`src/pcrs_pkg.sv`:
```
// Shared constants and types for the PLL rate-select and output divider block.
// Assumes a single oscillator clock drives all logic and that no other block owns these names.
package pcrs_pkg;

    // ------------------------------------------------------------
    // Clock and timing
    // ------------------------------------------------------------
    localparam int PCRS_CLK_MHZ = 250;
    localparam int PCRS_STAB_TIME_US = 50;
    // Longest settle time rounds down to whole oscillator cycles
    localparam int PCRS_STAB_CYCLES = PCRS_STAB_TIME_US * PCRS_CLK_MHZ;
    localparam int PCRS_STAB_W = 14;

    // ------------------------------------------------------------
    // Divider and banks
    // ------------------------------------------------------------
    localparam int PCRS_DIV_W = 2;
    localparam int PCRS_DIV2_BIT = 0;
    localparam int PCRS_DIV4_BIT = 1;
    localparam int PCRS_BANK_W = 3;
    localparam int PCRS_SYNC_W = 6;
    localparam logic [PCRS_DIV_W-1:0] PCRS_DIV_RST = 2'h0;

    // ------------------------------------------------------------
    // Register map, byte addresses on a 32-bit Avalon-MM slave
    // ------------------------------------------------------------
    localparam int PCRS_ADDR_W = 4;
    localparam logic [PCRS_ADDR_W-1:0] PCRS_REG_STATUS = 4'h0;
    localparam logic [PCRS_ADDR_W-1:0] PCRS_REG_CONTROL = 4'h4;
    localparam logic [PCRS_ADDR_W-1:0] PCRS_REG_SETTLE = 4'h8;

    localparam int PCRS_ST_LOCKED = 0;
    localparam int PCRS_ST_B1_QUARTER = 1;
    localparam int PCRS_ST_TEST = 2;
    localparam int PCRS_ST_DRIVING = 3;
    localparam int PCRS_ST_DIV_LSB = 4;
    localparam int PCRS_ST_FEEDBACK = 6;
    localparam int PCRS_ST_REFERENCE = 7;

    localparam int PCRS_CTL_RESTART = 0;
    localparam int PCRS_CTL_HOLD = 1;
    localparam logic [1:0] PCRS_CTL_RST = 2'h0;

    // ------------------------------------------------------------
    // Types
    // ------------------------------------------------------------
    typedef struct packed {
        logic reference;
        logic feedback;
        logic clear_n;
        logic rate_select;
        logic enable_n;
        logic test;
    } pcrs_pins_s;

    typedef enum logic [2:0] {
        PCRS_LK_IDLE = 3'b001,
        PCRS_LK_ACQUIRE = 3'b010,
        PCRS_LK_LOCKED = 3'b100
    } pcrs_lock_e;

    typedef struct packed {
        logic [PCRS_BANK_W-1:0] bank_one;
        logic [PCRS_BANK_W-1:0] bank_two;
        logic enable_n;
    } pcrs_drive_s;

endpackage : pcrs_pkg

```
`src/pcrs_divider.sv`:
```
// Two-bit oscillator divider giving half and quarter rate phases.
// Assumes clear_in is a one-cycle pulse already on the oscillator clock.
`timescale 1ns/1ps

module pcrs_divider
    import pcrs_pkg::*;
(
    input wire logic core_clk_in,
    input wire logic sys_rst_in,
    input wire logic clear_in,
    output logic half_out,
    output logic quarter_out
);

    logic [PCRS_DIV_W-1:0] count_r;
    logic [PCRS_DIV_W-1:0] count_nxt;

    // ------------------------------------------------------------
    // Counter
    // ------------------------------------------------------------
    always_comb
    begin
        if (clear_in)
        begin
            count_nxt = PCRS_DIV_RST;
        end
        else
        begin
            count_nxt = count_r + 2'h1;
        end
    end

    always_ff @(posedge core_clk_in)
    begin
        if (sys_rst_in)
        begin
            count_r <= PCRS_DIV_RST;
        end
        else
        begin
            count_r <= count_nxt;
        end
    end

    // Counter bits toggle evenly, so both phases have equal high and low time
    assign half_out = count_r[PCRS_DIV2_BIT];
    assign quarter_out = count_r[PCRS_DIV4_BIT];

endmodule : pcrs_divider

```
`src/pcrs_clock_core.sv`:
```
// Digital core of a six-output PLL clock driver: divider, bank select, enable and lock timer.
// Assumes core_clk_in is the controlled oscillator; reset and the Avalon-MM port are on it, all other pins asynchronous.
//
// Summary of operation
// Two-bit counter divides the oscillator into half and quarter rate, even duty.
// Rate select high: same phase on both banks; low: banks at different rates.
// Bank one carries half or quarter oscillator rate, chosen by rate select.
// Bank two always carries half the oscillator rate.
// Every output has even duty regardless of reference duty.
// Board wires exactly one output back to the feedback input.
// Unity output fed back: other bank doubled, or all at reference rate.
// Doubled arrangement: 2x outputs run at twice, 1x at reference rate.
// Doubled arrangement needs a reference between 25 and 50 MHz.
// Half-rate arrangement needs a reference between 50 and 100 MHz.
// Reference must hold fixed frequency and phase for lock.
// Reference duty must stay between 40 and 60 percent.
// Falling edge of the clear input forces the divider low.
// Half-rate phase is unknown at power-up; clear sets a known phase.
// Devices sharing reference and clear show equal half-rate phase after settling.
// Enable low drives all outputs; enable high releases them all.
// Enabling outputs restarts the settle interval.
// Outputs are not trusted until 50 us after select, clear, enable or power-up.
// Test high bypasses the loop; test low runs outputs from the loop.
// Test input is tied low in normal use.
// Divider and selection run on the oscillator; the loop is an ideal source.
//
// Local design decisions: the register addresses and the Avalon-MM register port.
`timescale 1ns/1ps

module pcrs_clock_core
    import pcrs_pkg::*;
#(
    parameter int STAB_CYCLES = PCRS_STAB_CYCLES
)
(
    input wire logic core_clk_in,
    input wire logic sys_rst_in,
    input wire logic reference_clock_in,
    input wire logic loop_feedback_in,
    input wire logic half_rate_clear_n_in,
    input wire logic rate_select_in,
    input wire logic output_enable_n_in,
    input wire logic test_mode_in,
    output logic [PCRS_BANK_W-1:0] bank_one_out,
    output logic [PCRS_BANK_W-1:0] bank_two_out,
    output logic bank_oe_n_out,
    output logic locked_out,
    input wire logic [PCRS_ADDR_W-1:0] avs_address_in,
    input wire logic avs_read_in,
    input wire logic avs_write_in,
    input wire logic [31:0] avs_writedata_in,
    input wire logic [3:0] avs_byteenable_in,
    output logic [31:0] avs_readdata_out,
    output logic avs_waitrequest_out
);

    localparam logic [PCRS_STAB_W-1:0] SETTLE_LOAD = PCRS_STAB_W'(STAB_CYCLES);

    // ------------------------------------------------------------
    // Pin synchronisers
    // ------------------------------------------------------------
    logic [PCRS_SYNC_W-1:0] raw_pins;
    logic [PCRS_SYNC_W-1:0] meta_r;
    logic [PCRS_SYNC_W-1:0] meta_nxt;
    logic [PCRS_SYNC_W-1:0] sync_r;
    logic [PCRS_SYNC_W-1:0] sync_nxt;
    pcrs_pins_s pins;

    assign raw_pins = {reference_clock_in, loop_feedback_in, half_rate_clear_n_in,
                       rate_select_in, output_enable_n_in, test_mode_in};

    genvar gi;
    generate
        for (gi = 0; gi < PCRS_SYNC_W; gi++)
        begin : g_sync
            always_comb
            begin
                meta_nxt[gi] = raw_pins[gi];
                sync_nxt[gi] = meta_r[gi];
            end

            always_ff @(posedge core_clk_in)
            begin
                meta_r[gi] <= meta_nxt[gi];
                sync_r[gi] <= sync_nxt[gi];
            end
        end
    endgenerate

    assign pins = pcrs_pins_s'(sync_r);

    // ------------------------------------------------------------
    // Edge detection on synchronised pins
    // ------------------------------------------------------------
    // Previous levels of clear, enable and select, in that order
    logic [2:0] prev_r;
    logic [2:0] prev_nxt;
    logic clear_fall;
    logic enable_fall;
    logic select_change;

    always_comb
    begin
        prev_nxt = {pins.clear_n, pins.enable_n, pins.rate_select};
    end

    always_ff @(posedge core_clk_in)
    begin
        if (sys_rst_in)
        begin
            // Clear and enable idle high so reset release raises no falling edge; select loads low
            prev_r <= 3'h6;
        end
        else
        begin
            prev_r <= prev_nxt;
        end
    end

    // Only the high-to-low transition counts; a held low clear does nothing more
    assign clear_fall = prev_r[2] & ~pins.clear_n;
    assign enable_fall = prev_r[1] & ~pins.enable_n;
    assign select_change = prev_r[0] ^ pins.rate_select;

    // ------------------------------------------------------------
    // Divider
    // ------------------------------------------------------------
    logic half_phase;
    logic quarter_phase;

    // Clear is taken synchronously after the pin synchroniser; every device
    // sharing the clear and reference therefore lands on the same count
    pcrs_divider u_divider
    (
        .core_clk_in(core_clk_in),
        .sys_rst_in(sys_rst_in),
        .clear_in(clear_fall),
        .half_out(half_phase),
        .quarter_out(quarter_phase)
    );

    // ------------------------------------------------------------
    // Bank selection and output drive
    // ------------------------------------------------------------
    pcrs_drive_s drive_r;
    pcrs_drive_s drive_nxt;
    logic one_phase;

    always_comb
    begin
        // High keeps both banks on the half phase; low moves bank one to quarter
        one_phase = pins.rate_select ? half_phase : quarter_phase;
        drive_nxt.bank_one = {PCRS_BANK_W{one_phase}};
        drive_nxt.bank_two = {PCRS_BANK_W{half_phase}};
        if (pins.test)
        begin
            // Bypass the loop: every output follows the reference pin directly
            drive_nxt.bank_one = {PCRS_BANK_W{pins.reference}};
            drive_nxt.bank_two = {PCRS_BANK_W{pins.reference}};
        end
        drive_nxt.enable_n = pins.enable_n;
    end

    always_ff @(posedge core_clk_in)
    begin
        if (sys_rst_in)
        begin
            drive_r <= '0;
            drive_r.enable_n <= 1'b1;
        end
        else
        begin
            drive_r <= drive_nxt;
        end
    end

    assign bank_one_out = drive_r.bank_one;
    assign bank_two_out = drive_r.bank_two;
    assign bank_oe_n_out = drive_r.enable_n;

    // ------------------------------------------------------------
    // Control register
    // ------------------------------------------------------------
    logic [1:0] ctl_r;
    logic [1:0] ctl_nxt;
    logic sw_restart;
    logic wr_take;

    // A request is taken at the edge where waitrequest is seen low
    assign wr_take = avs_write_in & ~avs_waitrequest_out;

    always_comb
    begin
        ctl_nxt = ctl_r;
        ctl_nxt[PCRS_CTL_RESTART] = 1'b0;
        if (wr_take && avs_address_in == PCRS_REG_CONTROL && avs_byteenable_in[0])
        begin
            ctl_nxt = avs_writedata_in[1:0];
        end
    end

    always_ff @(posedge core_clk_in)
    begin
        if (sys_rst_in)
        begin
            ctl_r <= PCRS_CTL_RST;
        end
        else
        begin
            ctl_r <= ctl_nxt;
        end
    end

    assign sw_restart = ctl_r[PCRS_CTL_RESTART] | ctl_r[PCRS_CTL_HOLD];

    // ------------------------------------------------------------
    // Settle timer
    // ------------------------------------------------------------
    pcrs_lock_e lock_r;
    pcrs_lock_e lock_nxt;
    logic [PCRS_STAB_W-1:0] settle_r;
    logic [PCRS_STAB_W-1:0] settle_nxt;
    logic restart;

    // The loop sees a new reference or feedback path on clear, enable or select; sw_restart is a software request
    assign restart = clear_fall | enable_fall | select_change | sw_restart;

    always_comb
    begin
        lock_nxt = lock_r;
        settle_nxt = settle_r;
        case (lock_r)
            PCRS_LK_IDLE:
            begin
                // Released outputs break the feedback path, so no lock is claimed
                if (!pins.enable_n && !pins.test && !sw_restart)
                begin
                    lock_nxt = PCRS_LK_ACQUIRE;
                    settle_nxt = SETTLE_LOAD;
                end
            end
            PCRS_LK_ACQUIRE:
            begin
                if (restart)
                begin
                    settle_nxt = SETTLE_LOAD;
                end
                else if (settle_r == '0)
                begin
                    lock_nxt = PCRS_LK_LOCKED;
                end
                else
                begin
                    settle_nxt = settle_r - 1'b1;
                end
            end
            PCRS_LK_LOCKED:
            begin
                if (restart)
                begin
                    lock_nxt = PCRS_LK_ACQUIRE;
                    settle_nxt = SETTLE_LOAD;
                end
            end
            default: lock_nxt = PCRS_LK_IDLE;
        endcase
        if (pins.enable_n || pins.test)
        begin
            lock_nxt = PCRS_LK_IDLE;
            settle_nxt = '0;
        end
    end

    always_ff @(posedge core_clk_in)
    begin
        if (sys_rst_in)
        begin
            lock_r <= PCRS_LK_IDLE;
            settle_r <= '0;
            locked_out <= 1'b0;
        end
        else
        begin
            lock_r <= lock_nxt;
            settle_r <= settle_nxt;
            locked_out <= (lock_nxt == PCRS_LK_LOCKED);
        end
    end

    // ------------------------------------------------------------
    // Avalon-MM slave: one wait state on every access
    // ------------------------------------------------------------
    logic wait_nxt;
    logic [31:0] rdata_nxt;

    always_comb
    begin
        wait_nxt = 1'b1;
        rdata_nxt = avs_readdata_out; // Read data stand through the accepting edge
        if (avs_waitrequest_out && (avs_read_in || avs_write_in))
        begin
            wait_nxt = 1'b0;
            rdata_nxt = 32'h0;
            if (avs_address_in == PCRS_REG_STATUS)
            begin
                rdata_nxt[PCRS_ST_LOCKED] = (lock_r == PCRS_LK_LOCKED);
                rdata_nxt[PCRS_ST_B1_QUARTER] = ~pins.rate_select;
                rdata_nxt[PCRS_ST_TEST] = pins.test;
                rdata_nxt[PCRS_ST_DRIVING] = ~drive_r.enable_n;
                rdata_nxt[PCRS_ST_DIV_LSB +: PCRS_DIV_W] = {quarter_phase, half_phase};
                rdata_nxt[PCRS_ST_FEEDBACK] = pins.feedback;
                rdata_nxt[PCRS_ST_REFERENCE] = pins.reference;
            end
            else if (avs_address_in == PCRS_REG_CONTROL)
            begin
                rdata_nxt[1:0] = ctl_r;
            end
            else if (avs_address_in == PCRS_REG_SETTLE)
            begin
                rdata_nxt[PCRS_STAB_W-1:0] = settle_r;
            end
        end
    end

    always_ff @(posedge core_clk_in)
    begin
        if (sys_rst_in)
        begin
            avs_waitrequest_out <= 1'b1;
            avs_readdata_out <= 32'h0;
        end
        else
        begin
            avs_waitrequest_out <= wait_nxt;
            avs_readdata_out <= rdata_nxt;
        end
    end

endmodule : pcrs_clock_core

```
`config.mk`:
```
export PLATFORM = sky130hd
export DESIGN_NAME = pcrs_clock_core
export DESIGN_NICKNAME = d
export VERILOG_FILES = /design/src/pcrs_pkg.sv /design/src/pcrs_divider.sv /design/src/pcrs_clock_core.sv
export SDC_FILE = /design/constraint.sdc
export NUM_CORES = 1
export LEC_CHECK = 0
export ABC_AREA = 0
export BUFFER_PORTS_ARGS = -buffer_cell sky130_fd_sc_hd__buf_4
export CAP_MARGIN = 30
export CELL_PAD_IN_SITES_DETAIL_PLACEMENT = 1
export CELL_PAD_IN_SITES_GLOBAL_PLACEMENT = 2
export CORE_MARGIN = 2
export CORE_UTILIZATION = 25
export DETAILED_ROUTE_END_ITERATION = 10
export HOLD_SLACK_MARGIN = 0.02
export PLACE_DENSITY = 0.77
export SLEW_MARGIN = 0
export SYNTH_ARGS = -nofsm -noshare
export SYNTH_HDL_FRONTEND = slang
export SYNTH_SLANG_ARGS = --single-unit
```
`constraint.sdc`:
```
create_clock -name core_clk_in -period 2.1 [get_ports core_clk_in]
set_input_delay 0.21 -clock core_clk_in [delete_from_list [all_inputs] [get_ports core_clk_in]]
set_output_delay 0.21 -clock core_clk_in [all_outputs]
set_load 0.02 [all_outputs]
```
==> impl_metrics.csv, run 1 <==
group,metric,value,unit
synth,synth.cell_area,2420,µm²
finish,diodes,0,
finish,synthToLayoutAreaGrowth,37.2,%
detailed_routing,drc,0,
finish,drive_gt1_share,38.1,%
sta,max_freq,480,MHz
synth,netlist-cell-type-count,52,
placement,place_congestion,0.794,
power_and_ir_drop,p_per_area,599,nW/µm²
sta,rsz0062_at_grt,"yes",
setup_path,timing.critical_path.buf_inv,3,
floorplanning,core_area,9330,µm²
sta,fin_tns_setup,0,ns
setup_path,cp_data_required_time,2.37,ns
synth,yosysTopAreaCell,"dfxtp_1",
synth,ys_ff_latch,54,
floorplanning,fp-row-count,35,
sta,fin_ws,0.0151,ns
synth,ys_warn_count,0,
finish,nNetsFinal,392,
setup_path,critPathTopFamily,"compound AO/OA/AOI/OAI gates",
power_and_ir_drop,vdd_drop_max,0.285,mV
floorplanning,io_pins,91,
sta,skew,0.0150,ns
placement,io_buffers,39,
finish,layout_common_cells,"buf_4 (81), dfxtp_1 (51), nor2_1 (28)",
clock_network,cts_buffer_depth,2,
sta,drv_slew,0,
clock_network,clock_latency,0.32,ns
finish,fillCellCount,1109,
clock_network,cts_root_buf,"clkbuf_8",
synth,postSynthCellCount,260,
setup_path,cp.arrival,2.35,ns
detailed_routing,wl_per_cell,14.4,µm
sta,worstMarginPinSlew,0.646,ns
global_routing,antenna_found_initial,0,
floorplanning,dieArea,10500,µm²
global_routing,grt_pass1_vias,2139,
detailed_routing,drt_iter0_markers,77,
detailed_routing,vias,2178,
clock_network,tritoncts,"built",
sta,hold_violations,0,
detailed_routing,wl,6750,µm
setup_path,cp_slowest_cell,"or4b_4",
placement,pre_cts_slack,-0.0129,ns
synth,synthTopCellsByArea,"dfxtp_1 (45%), buf_4 (6.8%), a22oi_1 (4.6%), nor2_1 (4.6%), mux2_2 (2.3%)",
run_status,outcome,"completed",
global_routing,grt_pass1_wl,10500,µm
global_routing,grt.total_usage,12.8,%
synth,ys_seq_area_share,44.6,%
global_routing,grt_max_degree,26,
floorplanning,die_h,102,µm
power_and_ir_drop,leakage,1.39,nW
setup_path,crit_fanout,4,
sta,relSlewSlack,56.6,%
finish,fin_util,35.6,%
setup_path,endpoint_kind,"register",
floorplanning,initial_utilization,26.0,%
sta,final-setup-viol-count,0,
setup_path,cp_slowest_stage_delay,0.49,ns
hold_path,hp-class,"in -> reg",
setup_path,worstSetupStartpointType,"register",
detailed_routing,viasPerCell,4.63,
finish,layout_commonest_cell,"buf_4",
synth,avgSynthCellArea,9.32,µm²
sta,fin_hold_ws,0.137,ns
sta,period_share,99.3,%
synth,synth_top_cell_area_share,44.6,%
synth,synth_edf_count,0,
sta,min_period,2.08,ns
clock_network,numClockSinks,54,
placement,hpwl,4960,µm
clock_network,cts-htree-levels,2,
synth,ys.flop_type,"dfxtp_1",
clock_network,clk_pin_slew,0.11,ns
flow_run,max_cap_violations,0,
clock_network,numCtsBuffers,5,
setup_path,path_cells,"inv_2, ha_4, or4b_4, o41ai_4, buf_4, buf_6, nor2_2, o211ai_1, o211a_1",
detailed_routing,drt_pass1_iterations,4,
synth,ys_async_sr_fraction,0,%
power_and_ir_drop,power,0.00199,W
setup_path,reg2reg_setup_slack,0.02,ns
setup_path,critPathKind,"reg -> reg",
detailed_routing,final_antenna_net_count,0,
global_routing,grt-ovfl-total,0,
floorplanning,die_w,102,µm
[report_power, final]
part	switching, W	internal [W]
clock network	0.000381	0.000247
logic	0.000160	0.000136
registers	0.0000173	0.00105
[synth_stat cells (5+ instances only)]
cell type,count
clkbuf_1,8
nor2_1,30
nor3_1,9
a21oi_1,11
or4_1,6
or2_2,5
dfxtp_1,54
nand3_1,6
o21ai_0,10
buf_4,22
a22oi_1,15
nand2_1,10
inv_1,5
mux2_2,5
[state kept, by name (all words and copies together), names as in the netlist]
| register | cells |
|---|---|
| avs_readdata_out | 14 |
| settle_r | 14 |
| meta_r | 6 |
| pins | 5 |
| lock_r | 3 |
| prev_r | 3 |
| ctl_r | 2 |
| u_divider.count_r | 2 |
| avs_waitrequest_out | 1 |
| bank_one_out | 1 |
| bank_two_out | 1 |
| drive_nxt | 1 |
| locked_out | 1 |
[stage by stage]
step	cell area (µm²)	std cells
floorplan	2510	277
global placement	3050	452
detailed placement	3050	452
CTS	3230	467
global route	3320	470
finish	3320	470
[kinds of logic (layout without fill, tap and decap cells)]
| family | after synthesis | in the layout | share of synthesized area [%] |
|---|---|---|---|
| AO/OA/AOI/OAI | 60 | 60 | 18.8 |
| multiplexers | 9 | 9 | 3.98 |
| flip-flops | 54 | 54 | 44.6 |
| XOR/XNOR | 2 | 2 | 0.723 |
| buffers and inverters | 39 | 103 | 9.87 |
| adder cells (fa/ha/maj) | 2 | 2 | 1.03 |
| other | 1 | 18 | 0.155 |
| AND/OR/NAND/NOR | 93 | 93 | 20.8 |
[tightest hold or removal path: cells and delay by family]
kind / cells / cell delay [ns]
muxes: 1 / 0.05
and+or+nand+nor: 1 / 0.07
buffers and inverters: 1 / 0.08
[per-layer routing]
metal / wire length (µm) / up-vias / track usage, %
li1: - / 1066 / -
met5: 0 / - / 0
met3: 268 / 5 / 2.33
met1: 3200 / 1057 / 17.6
met2: 3230 / 50 / 20.8
met4: 53 / 0 / 3.08
[area by class of cell]
class	count	area, µm²	share of cell area (%)
clock buffer	5	68.8	2.07
clock inverter	3	26.3	0.791
inverter	5	18.8	0.565
multi-input combinational	184	1260	38.0
sequential	54	1080	32.6
tap	129	161	4.86
timing repair buffer	90	702	21.1
[repair_timing]
item | CTS | global route
hold endpoints to repair | 6 | 0
hold buffers | 6 | 0
pin swaps | 2 | 6
setup endpoints to repair | 7 | 13
gates resized for setup | 5 | 17
setup buffers | 1 | 4
[worst paths after layout]
kind                            startpoint                  endpoint  depth (start not counted)
setup / recovery  settle_r[1]$_SDFFE_PP0P_  settle_r[5]$_SDFFE_PP0P_                          9
hold reg to reg          meta_r[1]$_DFF_P_      drive_nxt[0]$_DFF_P_                          0
hold / removal         avs_writedata_in[1]     ctl_r[1]$_SDFFE_PP0P_                          3
setup reg to reg  settle_r[1]$_SDFFE_PP0P_  settle_r[5]$_SDFFE_PP0P_                          9
Power figures use the tool's default switching activity.
==> run 2, diff against run 1 <==
- CORE_UTILIZATION: 25 -> 30
- PLACE_DENSITY: 0.77 -> 0.86
- clock period: 2.1 -> 2.5 ns (I/O delays scaled with it)
==> impl_metrics.csv, run 2 (synthesis gave the netlist of run 1 again) <==
group,metric,value,unit
sta,worstMarginPinSlew,0.639,ns
clock_network,tritoncts,"built",
global_routing,grt.total_usage,14.2,%
power_and_ir_drop,p_per_area,547,nW/µm²
finish,synthToLayoutAreaGrowth,23.4,%
setup_path,timing.critical_path.buf_inv,1,
setup_path,startpoint,"ctl_r[1]$_SDFFE_PP0P_",
sta,skew,0.00718,ns
placement,place_congestion,0.871,
sta,min_period,2.30,ns
floorplanning,initial_utilization,31.2,%
placement,placed_area,2810,µm²
clock_network,clock_latency,0.32,ns
finish,register_area,1080,µm²
finish,nNetsFinal,365,
sta,max_freq,434,MHz
sta,fin_tns_setup,0,ns
global_routing,grt_pass1_vias,2127,
detailed_routing,vias,2110,
setup_path,reg2reg_setup_slack,0.20,ns
finish,layout_common_cells,"buf_4 (57), dfxtp_1 (54), nor2_1 (30)",
sta,rsz0062_at_grt,"no",
finish,final_cell_area,2990,µm²
sta,relSlewSlack,57.1,%
floorplanning,io_pins,91,
detailed_routing,drc,0,
clock_network,numClockSinks,54,
setup_path,cp_slowest_stage_delay,0.63,ns
global_routing,grt_pass1_wl,10000,µm
power_and_ir_drop,vdd_drop_max,0.429,mV
clock_network,cts_root_buf,"clkbuf_8",
sta,hold_violations,0,
sta,final-setup-viol-count,0,
floorplanning,die_h,93.9,µm
setup_path,worstSetupStartpointType,"register",
setup_path,r2r_start,"ctl_r[1]$_SDFFE_PP0P_",
floorplanning,core_area,7770,µm²
finish,drive_gt1_share,27.7,%
setup_path,cp_num_cells,6,
detailed_routing,wl_per_cell,14.9,µm
setup_path,r2r-end,"settle_r[1]$_SDFFE_PP0P_",
placement,placedCellCount,401,
finish,diodes,0,
finish,multi_input_area,1180,µm²
hold_path,hp-class,"in -> reg",
sta,drv_slew,0,
finish,fillCellCount,926,
setup_path,cp.arrival,2.55,ns
detailed_routing,viasPerCell,5.07,
detailed_routing,final_antenna_net_count,0,
clock_network,clk_pin_slew,0.10,ns
global_routing,grt-ovfl-total,0,
floorplanning,fp-row-count,32,
setup_path,critPathKind,"reg -> reg",
detailed_routing,drt_pass1_iterations,6,
sta,fin_hold_ws,0.165,ns
finish,fin_cells,416,
setup_path,cp_data_required_time,2.74,ns
setup_path,path_cells,"or2_2, or4_1, nor4_1, buf_4, o21ai_0, a21oi_1",
global_routing,grt_max_degree,26,
global_routing,antenna_found_initial,0,
power_and_ir_drop,leakage,1.25,nW
detailed_routing,drt_iter0_markers,85,
flow_run,max_cap_violations,0,
floorplanning,die_w,93.9,µm
setup_path,critPathTopFamily,"simple AND/OR/NAND/NOR gates",
finish,layout_commonest_cell,"buf_4",
clock_network,cts_buffer_depth,2,
floorplanning,dieArea,8810,µm²
placement,io_buffers,39,
placement,pre_cts_slack,0.180,ns
sta,fin_ws,0.198,ns
setup_path,endpoint_kind,"register",
finish,reg.largest.list,"avs_readdata_out x14, settle_r x14, meta_r x6",
placement,hpwl,4700,µm
detailed_routing,wl,6220,µm
run_status,outcome,"completed",
clock_network,numCtsBuffers,5,
setup_path,rr_worst_depth,6,
sta,period_share,92.1,%
clock_network,cts-htree-levels,2,
setup_path,crit_fanout,4,
setup_path,endpoint,"settle_r[1]$_SDFFE_PP0P_",
setup_path,cp_slowest_cell,"or4_1",
run 2: changes by cell type in the layout (fill, tap and decap cells not counted), moves of 2 or more:
cell     previous run  this run
inv_2               2         0
o21ai_0             8        10
dfxtp_2             3         0
o21ai_1             3         1
dfxtp_1            51        54
buf_6               3         0
buf_4              81        57
nor2_2              2         0
nor2_1             28        30
inv_1               3         5
or4_4               3         0
or4_1               3         6
nor4_1              2         4
run 2: worst reg2reg max path: cells and delay by family (launching register included):
family | cells | cell delay (ns)
AO/OA/AOI/OAI | 2 | 0.22
flip-flops | 1 | 0.33
AND/OR/NAND/NOR | 3 | 1.46
buffers and inverters | 1 | 0.22
run 2: layout make-up:
type / instances / share of cell area [%]
repair buffers: 63 / 16.3
clock inverters: 3 / 0.963
clock buffers: 5 / 2.30
well taps: 102 / 4.27
inverters: 5 / 0.628
multi-input cells: 184 / 39.3
flip-flops and latches: 54 / 36.2
run 2: per-stage QoR:
stage	utilization (%)	power (W)
6_report	38.5	0.00163
3_5_place_dp	36.2	0.00111
4_1_cts	37.7	0.00164
5_1_grt	38.5	0.00171
2_1_floorplan	-	0.00106
3_3_place_gp	36.2	0.00111
run 2: worst min path at each step:
| stage | endpoint | slack (ns) | depth (start not counted) | start |
|---|---|---|---|---|
| detailed placement | pins[4]$_DFF_P_ | 0.32 | 0 | meta_r[4]$_DFF_P_ |
| finish | ctl_r[1]$_SDFFE_PP0P_ | 0.16 | 3 | avs_writedata_in[1] |
| global placement | pins[2]$_DFF_P_ | 0.31 | 0 | meta_r[2]$_DFF_P_ |
| global route | ctl_r[1]$_SDFFE_PP0P_ | 0.19 | 3 | avs_writedata_in[1] |
| CTS | meta_r[0]$_DFF_P_ | 0.02 | 1 | test_mode_in |
| floorplan | meta_r[0]$_DFF_P_ | 0.28 | 0 | test_mode_in |
run 2: what timing repair did:
action	CTS	global route
endpoints found under the setup margin	0	5
hold buffers	2	4
hold endpoints to repair	2	4
setup buffers	0	1
resized for setup	0	2
run 2: where the power goes:
part	internal [W]	total [W]	switching (W)
sequential	0.000882	0.000899	0.0000170
combinational	0.0000873	0.000207	0.000120
clock	0.000210	0.000529	0.000319
total	0.00118	0.00163	0.000456
run 2: metal layers:
metal | global-route usage, % | share of wire (%) | vias up
met2 | 24.5 | 49 | 45
met4 | 2.66 | 0.37 | 0
met3 | 3.13 | 3.7 | 4
met5 | 0 | 0 | -
li1 | - | - | 1012
met1 | 18.3 | 47 | 1049
==> run 3, diff against run 2 <==
- CTS_CLUSTER_SIZE: unset -> 20
- GPL_TIMING_DRIVEN: unset -> 0
==> impl_metrics.csv, run 3 (synthesis gave the netlist of run 1 again) <==
group,metric,value,unit
setup_path,timing.critical_path.buf_inv,2,
placement,hpwl,4720,µm
clock_network,cts_buffer_depth,2,
floorplanning,io_pins,91,
run_status,outcome,"completed",
sta,max_freq,422,MHz
sta,period_share,94.7,%
detailed_routing,wl_per_cell,14.3,µm
hold_path,hold_depth,1,
sta,worstMarginPinSlew,1.05,ns
setup_path,reg2reg_setup_slack,0.13,ns
hold_path,hp-class,"in -> reg",
setup_path,rr_worst_depth,8,
floorplanning,fp-row-count,32,
finish,drive_gt1_share,29.1,%
sta,final-setup-viol-count,0,
clock_network,clk_pin_slew,0.11,ns
finish,final_cell_area,3070,µm²
sta,drv_slew,0,
sta,min_period,2.37,ns
setup_path,cp_data_required_time,2.71,ns
setup_path,cp_slowest_cell,"or4b_2",
placement,placed_area,2910,µm²
power_and_ir_drop,leakage,1.30,nW
setup_path,cp_slowest_stage_delay,0.67,ns
detailed_routing,drc,0,
finish,layout_common_cells,"buf_4 (62), dfxtp_1 (54), nor2_1 (30)",
detailed_routing,wl_met1,2870,µm
setup_path,critPathKind,"reg -> reg",
clock_network,numCtsBuffers,5,
global_routing,grt.total_usage,14.3,%
sta,skew,0.0117,ns
setup_path,cp_num_cells,8,
finish,fillCellCount,945,
clock_network,clock_latency,0.31,ns
clock_network,cts-htree-levels,2,
setup_path,cp.arrival,2.58,ns
detailed_routing,vias,2105,
clock_network,cts_root_buf,"clkbuf_8",
flow_run,max_cap_violations,0,
setup_path,crit_fanout,9,
detailed_routing,topRoutingLayerUsed,"met4",
finish,nNetsFinal,381,
finish,diodes,0,
sta,relSlewSlack,29.7,%
placement,io_buffers,39,
finish,multi_input_area,1180,µm²
global_routing,grt_max_degree,20,
setup_path,r2r-end,"settle_r[7]$_SDFFE_PP0P_",
global_routing,grt-ovfl-total,0,
setup_path,endpoint_kind,"register",
detailed_routing,final_antenna_net_count,0,
power_and_ir_drop,p_per_area,536,nW/µm²
setup_path,startpoint,"settle_r[1]$_SDFFE_PP0P_",
setup_path,worstSetupStartpointType,"register",
hold_path,min_from,"test_mode_in",
global_routing,grt_pass1_vias,2044,
detailed_routing,drt_pass1_iterations,4,
sta,fin_tns_setup,0,ns
finish,synthToLayoutAreaGrowth,26.9,%
floorplanning,core_area,7770,µm²
detailed_routing,drt_iter0_markers,60,
detailed_routing,viasPerCell,4.87,
floorplanning,die_w,93.9,µm
clock_network,tritoncts,"built",
finish,reg.largest.list,"avs_readdata_out x14, settle_r x14, meta_r x6",
global_routing,grt_pass1_wl,10000,µm
global_routing,antenna_found_initial,0,
detailed_routing,wl,6170,µm
sta,hold_violations,0,
detailed_routing,route.met2.wl,2990,µm
placement,place_congestion,0.863,
floorplanning,initial_utilization,31.2,%
finish,register_area,1080,µm²
floorplanning,dieArea,8810,µm²
detailed_routing,met3_length,288,µm
power_and_ir_drop,vdd_drop_max,0.338,mV
finish,layout_commonest_cell,"buf_4",
sta,rsz0062_at_grt,"no",
setup_path,path_cells,"inv_1, ha_1, or4b_2, o41ai_4, buf_4, or3_2, a2111oi_0, a31o_2",
setup_path,critPathTopFamily,"simple AND/OR/NAND/NOR gates",
setup_path,r2r_start,"settle_r[1]$_SDFFE_PP0P_",
hold_path,holdPathEnd,"meta_r[0]$_DFF_P_",
clock_network,numClockSinks,54,
floorplanning,die_h,93.9,µm
run 3: final cells by class:
class	instances	share of cell area, %
well taps	102	4.15
multi-input cells	184	38.3
clock inverters	3	0.936
repair buffers	45	11.4
flip-flops and latches	54	35.2
plain buffers	34	7.16
clock buffers	5	2.24
inverters	5	0.611
run 3: metal layers:
layer	GRT usage [%]	vias up
li1	-	1039
met1	18.6	1014
met2	24.7	50
met3	3.05	2
met4	2.78	0
met5	0	-
run 3: worst reg2reg max path: cells and delay by family (launching register included):
kind                     cells  cell delay (ns)
adder cells (fa/ha/maj)      1             0.16
flip-flops                   1             0.36
AND/OR/NAND/NOR              2             0.80
AO/OA/AOI/OAI                3             0.62
buffers and inverters        2             0.31
run 3: power by group:
group,switching [W],internal [W],total (W)
clock network,0.000317,0.000210,0.000527
registers,0.0000158,0.000882,0.000898
logic,0.000124,0.000101,0.000224
total,0.000456,0.00119,0.00165
run 3: worst max path at each step:
stage | endpoint | slack [ns]
global route | settle_r[7]$_SDFFE_PP0P_ | 0.05
CTS | settle_r[7]$_SDFFE_PP0P_ | 0.08
detailed placement | settle_r[1]$_SDFFE_PP0P_ | 0.07
floorplan | settle_r[7]$_SDFFE_PP0P_ | 0.35
finish | settle_r[7]$_SDFFE_PP0P_ | 0.13
global placement | settle_r[1]$_SDFFE_PP0P_ | 0.07
run 3: per-stage QoR:
| step | instances | setup WS [ns] | total power, W | utilization [%] | hold WS [ns] |
|---|---|---|---|---|---|
| 4_1_cts | 429 | 0.0762 | 0.00166 | 39.1 | 0.0279 |
| 2_1_floorplan | 277 | 0.352 | 0.00106 | - | 0.278 |
| 6_report | 432 | 0.132 | 0.00165 | 39.6 | 0.0428 |
| 3_3_place_gp | 418 | 0.0665 | 0.00113 | 37.4 | 0.311 |
| 3_5_place_dp | 418 | 0.0663 | 0.00113 | 37.4 | 0.314 |
| 5_1_grt | 432 | 0.0525 | 0.00173 | 39.6 | 0.0240 |
run 3: what timing repair did:
item,CTS,global route
pin swaps,0,1
setup buffers,0,1
endpoints found under the hold margin,3,2
gates resized for setup,1,1
hold buffers,3,2
setup endpoints to repair,3,7
